==> config.mk <==
export PLATFORM = sky130hd
export DESIGN_NAME = wpt_regs
export DESIGN_NICKNAME = d
export VERILOG_FILES = /design/src/include/wpt_pkg.sv /design/src/hw/wpt_regs.sv
export VERILOG_INCLUDE_DIRS = /design/src /design/src/include
export SDC_FILE = /design/constraint.sdc
export NUM_CORES = 1
export LEC_CHECK = 0
export ABC_AREA = 1
export BUFFER_PORTS_ARGS = -buffer_cell sky130_fd_sc_hd__buf_2
export CAP_MARGIN = 20
export CELL_PAD_IN_SITES_DETAIL_PLACEMENT = 0
export CELL_PAD_IN_SITES_GLOBAL_PLACEMENT = 1
export CORE_UTILIZATION = 51
export CTS_CLUSTER_DIAMETER = 30
export DETAILED_ROUTE_END_ITERATION = 6
export GPL_TIMING_DRIVEN = 1
export PLACE_DENSITY = 0.92
export SETUP_SLACK_MARGIN = 0.2
export SYNTH_ARGS = -nofsm -noshare
export SYNTH_HDL_FRONTEND = slang
export SYNTH_SLANG_ARGS = --single-unit
==> constraint.sdc <==
create_clock -name sys_clk -period 5.6 [get_ports sys_clk]
set_input_delay 0.56 -clock sys_clk [delete_from_list [all_inputs] [get_ports sys_clk]]
set_output_delay 0.56 -clock sys_clk [all_outputs]
set_load 0.005 [all_outputs]
==> src/include/wpt_defs.svh <==
// constants for the wake pull, bus fast mode and cyclic timer registers
// assumes a 50 MHz system clock and a 16-bit spi frame
`ifndef WPT_DEFS_SVH
`define WPT_DEFS_SVH
`define WPT_ADDR_PULL     7'h08
`define WPT_ADDR_BUS      7'h0B
`define WPT_ADDR_TMR      7'h0C
`define WPT_RST_VAL       8'h00
`define WPT_MASK_PULL     8'hC3
`define WPT_MASK_BUS      8'h10
`define WPT_MASK_TMR      8'h7F
`define WPT_KEEP_PULL     8'hC3
`define WPT_KEEP_BUS      8'h10
`define WPT_F_GPIO_PULL   7:6
`define WPT_F_WK_PULL     1:0
`define WPT_F_FAST        4
`define WPT_F_ON          6:4
`define WPT_F_PER         3:0
`define WPT_FRAME_BITS    5'h10
`define WPT_HDR_BITS      5'h08
`define WPT_F_WRITE       15
`define WPT_F_ADDR        14:8
`define WPT_F_DATA        7:0
`define WPT_ON_LOW        3'h0
`define WPT_ON_HIGH       3'h6
`define WPT_ON_LAST       3'h5
`define WPT_CLK_NS        20
`define WPT_TICK_NS       100000
`define WPT_TICK_CYC      (`WPT_TICK_NS / `WPT_CLK_NS)
`define WPT_TW            24
`endif

==> src/include/wpt_pkg.sv <==
// types shared by the wake pull, bus fast mode and cyclic timer registers
// assumes wpt_defs.svh for numeric constants
package wpt_pkg;
	typedef enum logic [1:0] {
		WPT_PULL_NONE = 2'h0,
		WPT_PULL_DOWN = 2'h1,
		WPT_PULL_UP   = 2'h2,
		WPT_PULL_AUTO = 2'h3
	} wpt_pull_t;
	typedef struct packed {
		logic pull_up_en;
		logic pull_down_en;
		logic auto_switch_en;
	} wpt_pull_drive_t;
	typedef enum logic [1:0] {
		WPT_TS_STOP = 2'h0,
		WPT_TS_ON   = 2'h1,
		WPT_TS_OFF  = 2'h3
	} wpt_tmr_state_t;
	typedef struct packed {
		logic spi_chip_select_n;
		logic spi_sclk;
		logic spi_mosi;
	} wpt_spi_pins_t;
endpackage

==> src/hw/wpt_regs.sv <==
// wake pull, can fast mode and cyclic timer registers behind an spi slave
// assumes spi pins asynchronous to sys_clk; reset and mode inputs are on sys_clk
`timescale 1ns/1ns
`include "wpt_defs.svh"
module wpt_regs #(
	parameter int TICK_CYC = `WPT_TICK_CYC
) (
	input  wire logic                    sys_clk,
	input  wire logic                    rst_b,
	input  wire wpt_pkg::wpt_spi_pins_t  spi_pins,
	output logic                         spi_miso,
	output logic                         spi_miso_oe_n,
	input  wire logic                    soft_reset_req,
	input  wire logic                    restart_req,
	input  wire logic                    gpio_is_wake_in,
	input  wire logic                    timer_assigned,
	input  wire logic                    cyclic_sense_sel,
	input  wire logic                    hs_clear_in_restart,
	input  wire logic                    timer_wake_source_en,
	output wpt_pkg::wpt_pull_drive_t     gpio_wake_pull_sel,
	output wpt_pkg::wpt_pull_drive_t     wake_pin_pull_sel,
	output logic                         can_fast_mode,
	output logic                         high_side_switch_out,
	output logic                         cyclic_sense_sample,
	output logic                         timer_wake_event
);
	import wpt_pkg::*;

	if (TICK_CYC < 1) begin
		$error("TICK_CYC must be at least 1");
	end
	localparam int PW = $clog2(TICK_CYC + 1);

	// ----------------------------------------
	// pin synchronisers
	// ----------------------------------------
	logic [2:0] csn_s_r;
	logic [2:0] sclk_s_r;
	logic [1:0] mosi_s_r;

	always_ff @(posedge sys_clk or negedge rst_b) begin
		if (!rst_b) begin
			csn_s_r  <= 3'h7;
			sclk_s_r <= 3'h0;
			mosi_s_r <= 2'h0;
		end else begin
			csn_s_r  <= {csn_s_r[1:0], spi_pins.spi_chip_select_n};
			sclk_s_r <= {sclk_s_r[1:0], spi_pins.spi_sclk};
			mosi_s_r <= {mosi_s_r[0], spi_pins.spi_mosi};
		end
	end

	logic csn_fall;
	logic csn_rise;
	logic sclk_rise;
	logic sclk_fall;
	logic sel;
	assign csn_fall  = csn_s_r[2] & ~csn_s_r[1];
	assign csn_rise  = ~csn_s_r[2] & csn_s_r[1];
	assign sel       = ~csn_s_r[1];
	assign sclk_rise = sel & ~sclk_s_r[2] & sclk_s_r[1];
	assign sclk_fall = sel & sclk_s_r[2] & ~sclk_s_r[1];

	// ----------------------------------------
	// spi frame
	// ----------------------------------------
	logic [15:0] in_sh_r;
	logic [4:0]  bit_cnt_r;
	logic [7:0]  out_sh_r;
	logic        commit_r;
	logic [6:0]  wr_addr_r;
	logic [7:0]  wr_data_r;
	logic [7:0]  pull_r;
	logic [7:0]  bus_r;
	logic [7:0]  tmr_r;

	function automatic logic [7:0] read_reg(input logic [6:0] a, input logic [7:0] p,
	                                        input logic [7:0] b, input logic [7:0] t);
		logic [7:0] v;
		v = `WPT_RST_VAL;
		unique case (a)
			`WPT_ADDR_PULL: v = p & `WPT_MASK_PULL;
			`WPT_ADDR_BUS:  v = b & `WPT_MASK_BUS;
			`WPT_ADDR_TMR:  v = t & `WPT_MASK_TMR;
			default:        v = `WPT_RST_VAL;
		endcase
		return v;
	endfunction

	always_ff @(posedge sys_clk or negedge rst_b) begin
		if (!rst_b) begin
			in_sh_r   <= 16'h0000;
			bit_cnt_r <= 5'h00;
		end else if (csn_fall) begin
			in_sh_r   <= 16'h0000;
			bit_cnt_r <= 5'h00;
		end else if (sclk_rise) begin
			in_sh_r <= {in_sh_r[14:0], mosi_s_r[1]};
			if (bit_cnt_r != 5'h1F) begin
				bit_cnt_r <= bit_cnt_r + 5'h01;
			end
		end
	end

	always_ff @(posedge sys_clk or negedge rst_b) begin
		if (!rst_b) begin
			out_sh_r      <= 8'h00;
			spi_miso      <= 1'b0;
			spi_miso_oe_n <= 1'b1;
		end else begin
			spi_miso_oe_n <= ~sel;
			if (csn_fall) begin
				out_sh_r <= 8'h00;
				spi_miso <= 1'b0;
			end else if (sclk_rise && bit_cnt_r == `WPT_HDR_BITS - 5'h01) begin
				out_sh_r <= read_reg({in_sh_r[5:0], mosi_s_r[1]}, pull_r, bus_r, tmr_r);
			end else if (sclk_fall && bit_cnt_r >= `WPT_HDR_BITS) begin
				spi_miso <= out_sh_r[7];
				out_sh_r <= {out_sh_r[6:0], 1'b0};
			end
		end
	end

	always_ff @(posedge sys_clk or negedge rst_b) begin
		if (!rst_b) begin
			commit_r  <= 1'b0;
			wr_addr_r <= 7'h00;
			wr_data_r <= 8'h00;
		end else begin
			commit_r <= csn_rise && bit_cnt_r == `WPT_FRAME_BITS && in_sh_r[`WPT_F_WRITE];
			if (csn_rise) begin
				wr_addr_r <= in_sh_r[`WPT_F_ADDR];
				wr_data_r <= in_sh_r[`WPT_F_DATA];
			end
		end
	end

	// ----------------------------------------
	// registers
	// ----------------------------------------
	logic tmr_clear;
	assign tmr_clear = restart_req | (cyclic_sense_sel & hs_clear_in_restart);

	always_ff @(posedge sys_clk or negedge rst_b) begin
		if (!rst_b) begin
			pull_r <= `WPT_RST_VAL;
		end else if (soft_reset_req) begin
			pull_r <= `WPT_RST_VAL;
		end else if (restart_req) begin
			pull_r <= pull_r & `WPT_KEEP_PULL;
		end else if (commit_r && wr_addr_r == `WPT_ADDR_PULL) begin
			pull_r <= wr_data_r & `WPT_MASK_PULL;
		end
	end

	always_ff @(posedge sys_clk or negedge rst_b) begin
		if (!rst_b) begin
			bus_r <= `WPT_RST_VAL;
		end else if (soft_reset_req) begin
			bus_r <= `WPT_RST_VAL;
		end else if (restart_req) begin
			bus_r <= bus_r & `WPT_KEEP_BUS;
		end else if (commit_r && wr_addr_r == `WPT_ADDR_BUS) begin
			bus_r <= wr_data_r & `WPT_MASK_BUS;
		end
	end
	assign can_fast_mode = bus_r[`WPT_F_FAST];

	logic tmr_load;
	assign tmr_load = commit_r && wr_addr_r == `WPT_ADDR_TMR;

	always_ff @(posedge sys_clk or negedge rst_b) begin
		if (!rst_b) begin
			tmr_r <= `WPT_RST_VAL;
		end else if (soft_reset_req || tmr_clear) begin
			tmr_r <= `WPT_RST_VAL;
		end else if (tmr_load) begin
			tmr_r <= wr_data_r & `WPT_MASK_TMR;
		end
	end

	// ----------------------------------------
	// pull decode
	// ----------------------------------------
	function automatic wpt_pull_drive_t pull_dec(input logic [1:0] c);
		wpt_pull_drive_t d;
		d = '0;
		unique case (wpt_pull_t'(c))
			WPT_PULL_NONE: d = '0;
			WPT_PULL_DOWN: d.pull_down_en = 1'b1;
			WPT_PULL_UP:   d.pull_up_en = 1'b1;
			WPT_PULL_AUTO: d.auto_switch_en = 1'b1;
		endcase
		return d;
	endfunction

	always_ff @(posedge sys_clk or negedge rst_b) begin
		if (!rst_b) begin
			gpio_wake_pull_sel <= '0;
			wake_pin_pull_sel  <= '0;
		end else begin
			gpio_wake_pull_sel <= gpio_is_wake_in ? pull_dec(pull_r[`WPT_F_GPIO_PULL]) : '0;
			wake_pin_pull_sel  <= pull_dec(pull_r[`WPT_F_WK_PULL]);
		end
	end

	// ----------------------------------------
	// cyclic timer
	// ----------------------------------------
	function automatic logic [`WPT_TW-1:0] on_ticks(input logic [2:0] c);
		logic [`WPT_TW-1:0] t;
		t = `WPT_TW'(1);
		unique case (c)
			3'h1:    t = `WPT_TW'(1);
			3'h2:    t = `WPT_TW'(3);
			3'h3:    t = `WPT_TW'(10);
			3'h4:    t = `WPT_TW'(100);
			3'h5:    t = `WPT_TW'(200);
			default: t = `WPT_TW'(1);
		endcase
		return t;
	endfunction

	function automatic logic [`WPT_TW-1:0] per_ticks(input logic [3:0] c);
		logic [`WPT_TW-1:0] t;
		t = `WPT_TW'(100);
		unique case (c)
			4'h0: t = `WPT_TW'(100);
			4'h1: t = `WPT_TW'(200);
			4'h2: t = `WPT_TW'(500);
			4'h3: t = `WPT_TW'(1000);
			4'h4: t = `WPT_TW'(2000);
			4'h5: t = `WPT_TW'(5000);
			4'h6: t = `WPT_TW'(10000);
			4'h7: t = `WPT_TW'(20000);
			4'h8: t = `WPT_TW'(50000);
			4'h9: t = `WPT_TW'(100000);
			4'hA: t = `WPT_TW'(200000);
			4'hB: t = `WPT_TW'(500000);
			4'hC: t = `WPT_TW'(1000000);
			4'hD: t = `WPT_TW'(2000000);
			4'hE: t = `WPT_TW'(5000000);
			4'hF: t = `WPT_TW'(10000000);
		endcase
		return t;
	endfunction

	logic [PW-1:0]       pre_r;
	logic [`WPT_TW-1:0]  per_cnt_r;
	wpt_tmr_state_t      ts_r;
	logic                tick;
	logic                run;
	logic [2:0]          on_code;
	assign on_code = tmr_r[`WPT_F_ON];
	assign run     = timer_assigned && on_code != `WPT_ON_LOW && on_code <= `WPT_ON_LAST;
	assign tick    = pre_r == PW'(TICK_CYC - 1);

	always_ff @(posedge sys_clk or negedge rst_b) begin
		if (!rst_b) begin
			pre_r <= '0;
		end else if (tmr_load || tick || !run || ts_r == WPT_TS_STOP) begin
			pre_r <= '0;
		end else begin
			pre_r <= pre_r + PW'(1);
		end
	end

	always_ff @(posedge sys_clk or negedge rst_b) begin
		if (!rst_b) begin
			ts_r                 <= WPT_TS_STOP;
			per_cnt_r            <= '0;
			high_side_switch_out <= 1'b0;
			cyclic_sense_sample  <= 1'b0;
			timer_wake_event     <= 1'b0;
		end else begin
			cyclic_sense_sample <= 1'b0;
			timer_wake_event    <= 1'b0;
			if (!run) begin
				ts_r                 <= WPT_TS_STOP;
				per_cnt_r            <= '0;
				high_side_switch_out <= on_code == `WPT_ON_HIGH;
			end else begin
				unique case (ts_r)
					WPT_TS_STOP: begin
						ts_r                 <= WPT_TS_ON;
						per_cnt_r            <= '0;
						high_side_switch_out <= 1'b1;
					end
					WPT_TS_ON: begin
						if (tick) begin
							per_cnt_r <= per_cnt_r + `WPT_TW'(1);
							if (per_cnt_r + `WPT_TW'(1) >= on_ticks(on_code)) begin
								ts_r                 <= WPT_TS_OFF;
								high_side_switch_out <= 1'b0;
								cyclic_sense_sample  <= 1'b1;
							end
						end
					end
					WPT_TS_OFF: begin
						if (tick) begin
							per_cnt_r <= per_cnt_r + `WPT_TW'(1);
							if (per_cnt_r + `WPT_TW'(1) >= per_ticks(tmr_r[`WPT_F_PER])) begin
								ts_r                 <= WPT_TS_ON;
								per_cnt_r            <= '0;
								high_side_switch_out <= 1'b1;
								timer_wake_event     <= timer_wake_source_en;
							end
						end
					end
					default: begin
						ts_r <= WPT_TS_STOP;
					end
				endcase
				if (tmr_load) begin
					ts_r <= WPT_TS_STOP;
				end
			end
		end
	end
endmodule

# Word level (Yosys, flattened, before mapping)
# Memory sizes are Yosys's and may differ from the RTL's.
# Index checks and enable logic that the tools add are counted.
# word_totals
regBits,115
mem_bits_ro,336
in_bits,12
out_inout_bits,12
word_cells,171
memories,1
# memory_table
memory,depth,word_bits,read_ports,rd_ports_with_merged_regs,write_ports,line_no,source
(no name shown),16,21,1,0,0,wpt_regs.sv:227,unique case (c)
# op_classes
add_sub_neg,3
n_lt_le_gt_ge,4
n_eq_ne,34
muxes,61
bitwise_logic,12
reduce_logical,30
# ops
operator,count
24-bit two-way mux,10
24-bit one-hot mux with 3 select lines,1
24-bit greater-or-equal comparator,2
8-bit two-way mux,6
7-bit by 4-bit == test with 1-bit output (second input constant),6
16-bit two-way mux,2
8-bit one-hot mux with 4 select lines,1
5-bit two-way mux,6
24-bit by 1-bit adder with 24-bit output (second input constant),1
8-bit one-hot mux with 3 select lines,1
1-bit two-way mux,22
4-bit != test (second input constant),4
7-bit two-way mux,2
13-bit by 1-bit adder with 13-bit output (second input constant),1
13-bit == test (second input constant),1
13-bit two-way mux,1
2-bit two-way mux,6
3-bit != test (second input constant),4
2-bit nonzero test,6
2-bit == test (second input constant),5
3-bit == test (second input constant),3
1-bit logical AND,9
2-bit AND reduction,4
1-bit bitwise AND,7
22 further kinds,33

# Logic depth before layout (Yosys ltp)
# logic_depth
depth_word,11
ltp_mapped,25

# Worst setup path after synthesis
# Ideal clock, no wire load.
# synth_timing
kind,flip-flop to flip-flop
start,register per_cnt_r[3]
end,register per_cnt_r[13]
setup_time_ns,0.127
arrival_ns,2.466
setup_slack_ns,3.007
stages_incl_launch_ff,19
path_buffers,1
synth_period_minus_slack_ns,2.593
path_cell_list,dfrtp_1 -> nand2_1 -> nor2_2 -> nand2_1 -> nor2_2 -> nand3_1 -> xor2_1 -> inv_1 -> ha_1 -> nand2_1 -> inv_1 -> nand4_1 -> nor3_1 -> nor2_2 -> nand2_2 -> nand2_4 -> nand2_4 -> buf_6 -> o21ai_2
# synth_via
elab_chain_cells,6
# synth_lines
item,line_no,source
"start, declared",wpt_regs.sv:249,logic [`WPT_TW-1:0] per_cnt_r;
"start signal, assigned",wpt_regs.sv:291,per_cnt_r <= per_cnt_r + `WPT_TW'(1);
"start signal, assigned",wpt_regs.sv:301,per_cnt_r <= per_cnt_r + `WPT_TW'(1);
24-bit by 1-bit adder with 24-bit output *,"wpt_regs.sv:291, wpt_regs.sv:301, wpt_regs.sv:302",
24-bit greater-or-equal comparator,wpt_regs.sv:302,if (per_cnt_r + `WPT_TW'(1) >= per_ticks(tmr_r[`WPT_F_PER])) begin
24-bit two-way mux,wpt_regs.sv:302,
24-bit two-way mux,wpt_regs.sv:300,if (tick) begin
24-bit one-hot mux with 3 select lines *,wpt_regs.sv:283,unique case (ts_r)
24-bit two-way mux *,wpt_regs.sv:278,if (!run) begin
# Mark *: on every way between the ends. The rest lies on a longest branch, timed or not. The select of a mux whose other input is x is not followed.
# A chain may end at the register's enable or synchronous reset.

# Final worst setup path
# layout_timing
start,register tmr_r[3]
end,register per_cnt_r[3]
# layout_via
elab_chain_cells,9
# layout_lines
item,line_no,source
"start, declared",wpt_regs.sv:75,logic [7:0] tmr_r;
"start signal, assigned",wpt_regs.sv:174,tmr_r <= `WPT_RST_VAL;
"start signal, assigned",wpt_regs.sv:176,tmr_r <= `WPT_RST_VAL;
"start signal, assigned",wpt_regs.sv:178,tmr_r <= wr_data_r & `WPT_MASK_TMR;
memory 16 x 21 bit,--,
24-bit two-way mux,wpt_regs.sv:300,
24-bit two-way mux,wpt_regs.sv:283,
24-bit two-way mux,wpt_regs.sv:278,
24-bit greater-or-equal comparator,wpt_regs.sv:302,
24-bit two-way mux,wpt_regs.sv:302,
24-bit two-way mux,wpt_regs.sv:300,
24-bit one-hot mux with 3 select lines,wpt_regs.sv:283,
24-bit two-way mux,wpt_regs.sv:278,
# No other way between the ends. The select of a mux whose other input is x is not followed.

==> impl_metrics.tcl <==
set metrics [dict create \
    layout.nets 898 \
    crit_chain "inv_1, nand2_1, nor2_1, a21oi_1, ha_1, nand3_1, nand3b_1, nand2_1, nand2_1, nand2_1, nand2_1, nand2_1, nand2_1, nand2_1, nand2_1, nand2_1, nand2_1, nand2_1, nand2_2, nand2_4, nand2_4, o21ai_0" \
    antenna_cells 0 \
    path_buf_inv 1 \
    synthFlopType "dfrtp_1" \
    vias_per_cell 5.389 \
    clk_path_buf_depth 2 \
    row_count 40 \
    p_per_area_mw_per_mm2 264.4 \
    die_w_microns 115 \
    design_area_sq_mm 0.007383 \
    globalplace.congestion 0.9425 \
    max_freq_mhz 323.0 \
    peakVddDrop_v 0.0002120 \
    pwr-share-seq_pct 42.9 \
    dpl.hpwl_microns 10980 \
    grt_pass1_vias 5402 \
    fillers 1116 \
    cts_resized 0 \
    root_buffer "clkbuf_16" \
    critPathLaunchType "register" \
    arrival_ns 3.42 \
    final_common_cell "nand2_1" \
    top_layer "met5" \
    synth_nets 867 \
    initial_core_util_pct 53.33 \
    synth_cells 818 \
    critPathKind "reg -> reg" \
    reg2reg_from "tmr_r[3]" \
    track_usage_pct 25.40 \
    overflow 0 \
    drc 0 \
    async_flop_share_pct 100.0 \
    htree_levels 4 \
    rsz0062_at_grt "no" \
    placed_area_sq_mm 0.006778 \
    via_count 5545 \
    worstSetupEndpointType "register" \
    hp-class "in -> async" \
    path_common_cell "nand2_1" \
    crit_start "tmr_r[3]" \
    power_mw 1.952 \
    crit_required_ns 5.93 \
    tightest_slew_ns 0.9722 \
    drtPass1Iterations 5 \
    dieArea_sq_mm 0.01323 \
    switchingPower_uw 432.9 \
    io_buffers 23 \
    slowest_stage "dfrtp_1" \
    grt_max_degree 62 \
    synth_seq_area_share_pct 43.86 \
    wirelength_met1_microns 7241 \
    cts-buffers-inserted 17 \
    ant_nets 0 \
    wl_per_cell_microns 14.65 \
    crit_fanout 17 \
    drt_wl_total_microns 15080 \
    clock_sinks 114 \
    antenna_found_initial 1 \
    core_area_sq_mm 0.01221 \
    p_leak_nw 3.606 \
    swShare_pct 22.17 \
    io_pins 24 \
    cts_tree "built" \
    maxCapViolations 0 \
    synth.avg_cell_area_sq_um 7.961 \
    slew_viol_final 0 \
    status "complete, no violations" \
    synth_area_sq_mm 0.006512 \
    post-cts-setup-buffer-count 0 \
    power.internal_mw 1.519 \
    synth_edf_count 0 \
    clk_pin_slew_ns 0.05 \
    die_h_microns 115 \
    setup_violations 0 \
    slowest_delay_ns 0.64 \
    layout_common_cells "nand2_1, inv_1, dfrtp_1" \
    crit_family "simple AND/OR/NAND/NOR gates" \
    yosys_warnings 0 \
    finalCoreUtilization_pct 60.46 \
    period_share_pct 55.28 \
    comb_power_share_pct 2.5 \
    whs_ns 0.1832 \
    drt_iter0_drc 499 \
    met3WireLength_microns 768 \
    pwr-share-clk_pct 54.6 \
    synth_cell_types 47 \
    finalHoldViolations 0 \
    clock_latency_ns 0.41 \
    grt_pass1_wl_microns 25880 \
    drive_above_1_share_pct 11.50 \
    holdBufCountCts 0 \
    wl_met2_microns 6782 \
    final.setup.tns_ns 0 \
    fin_skew_ns 0.009422 \
    period_minus_slack_ns 3.096 \
    max_slew_margin_pct 34.59 \
    areaGrowthSynthToFinish_pct 13.37 \
    synth_seq_cells 114 \
]
-- state kept, by name, indices dropped and copies added, names as in the netlist --
register              cells
pull_r                    4
sclk_s_r                  3
out_sh_r                  8
spi_miso                  1
per_cnt_r                24
ts_r                      2
mosi_s_r                  2
bit_cnt_r                 5
timer_wake_event          1
bus_r                     1
wake_pin_pull_sel         3
cyclic_sense_sample       1
in_sh_r                  16
commit_r                  1
wr_addr_r                 7
csn_s_r                   3
high_side_switch_out      1
gpio_wake_pull_sel        3
tmr_r                     7
pre_r                    13
wr_data_r                 8
-- routing by layer --
metal,vias to the layer above,global-route usage [%]
li1,2764,-
met1,2610,35.28
met2,141,38.84
met3,28,6.431
met4,2,8.485
met5,-,0
-- power by group through the flow --
| stage | clock [mW] | sequential (mW) | combinational, mW |
|---|---|---|---|
| finish | 1.07 | 0.838 | 0.0484 |
| global route | 1.11 | 0.838 | 0.0574 |
| CTS | 1.08 | 0.838 | 0.0493 |
| detailed placement | 0 | 0.852 | 0.0490 |
| global placement | 0 | 0.852 | 0.0478 |
| floorplan | 0 | 0.851 | 0.0208 |
-- final timing paths --
check                                     end  slack, ns  cells after the start
worst max-delay path             per_cnt_r[3]       2.50                     22
worst min-delay path            per_cnt_r[16]       0.18                      1
worst max register to register   per_cnt_r[3]       2.50                     22
worst min register to register    sclk_s_r[1]       0.35                      0
max in group asynchronous        wr_addr_r[6]       4.18                      2
min in group sys_clk               csn_s_r[0]       0.24                      1
-- logic make-up after synthesis --
kind of cell               synth area share, %
buffers and inverters                    8.511
adders and majority gates                7.108
AOI/OAI and AO/OA                        11.95
DFF                                      43.86
muxes                                   0.1537
and+or+nand+nor                          26.67
xor gates and xnor gates                 1.748
-- per-stage QoR --
step           std cells  setup WS (ns)
6_report            1029          2.504
4_1_cts             1027          2.524
3_5_place_dp         996          2.559
3_3_place_gp         996          2.618
2_1_floorplan        818          3.007
5_1_grt             1029          2.114
-- layout make-up --
class	count	area (sq um)	share of cell area, %
Multi-Input combinational cell	562	3102	42.01
Sequential cell	114	2856	38.69
Inverter	127	476.7	6.457
Clock buffer	20	456.7	6.185
Tap cell	168	210.2	2.847
Timing Repair Buffer	27	151.4	2.050
Clock inverter	11	130.1	1.762
-- synth_stat cells (all sizes together) (10+ instances only) --
master	number	area (sq um)
a21oi	27	135.1
o21ai	79	440.4
nand3	77	397.9
nor3	23	125.1
ha	37	462.9
nand2	172	683.2
dfrtp	111	2778
clkbuf	10	37.54
o22ai	12	75.07
nor2	75	325.3
xor2	12	105.1
inv	126	473.0
nand4	12	75.07
(Power assumes the default switching activity.)
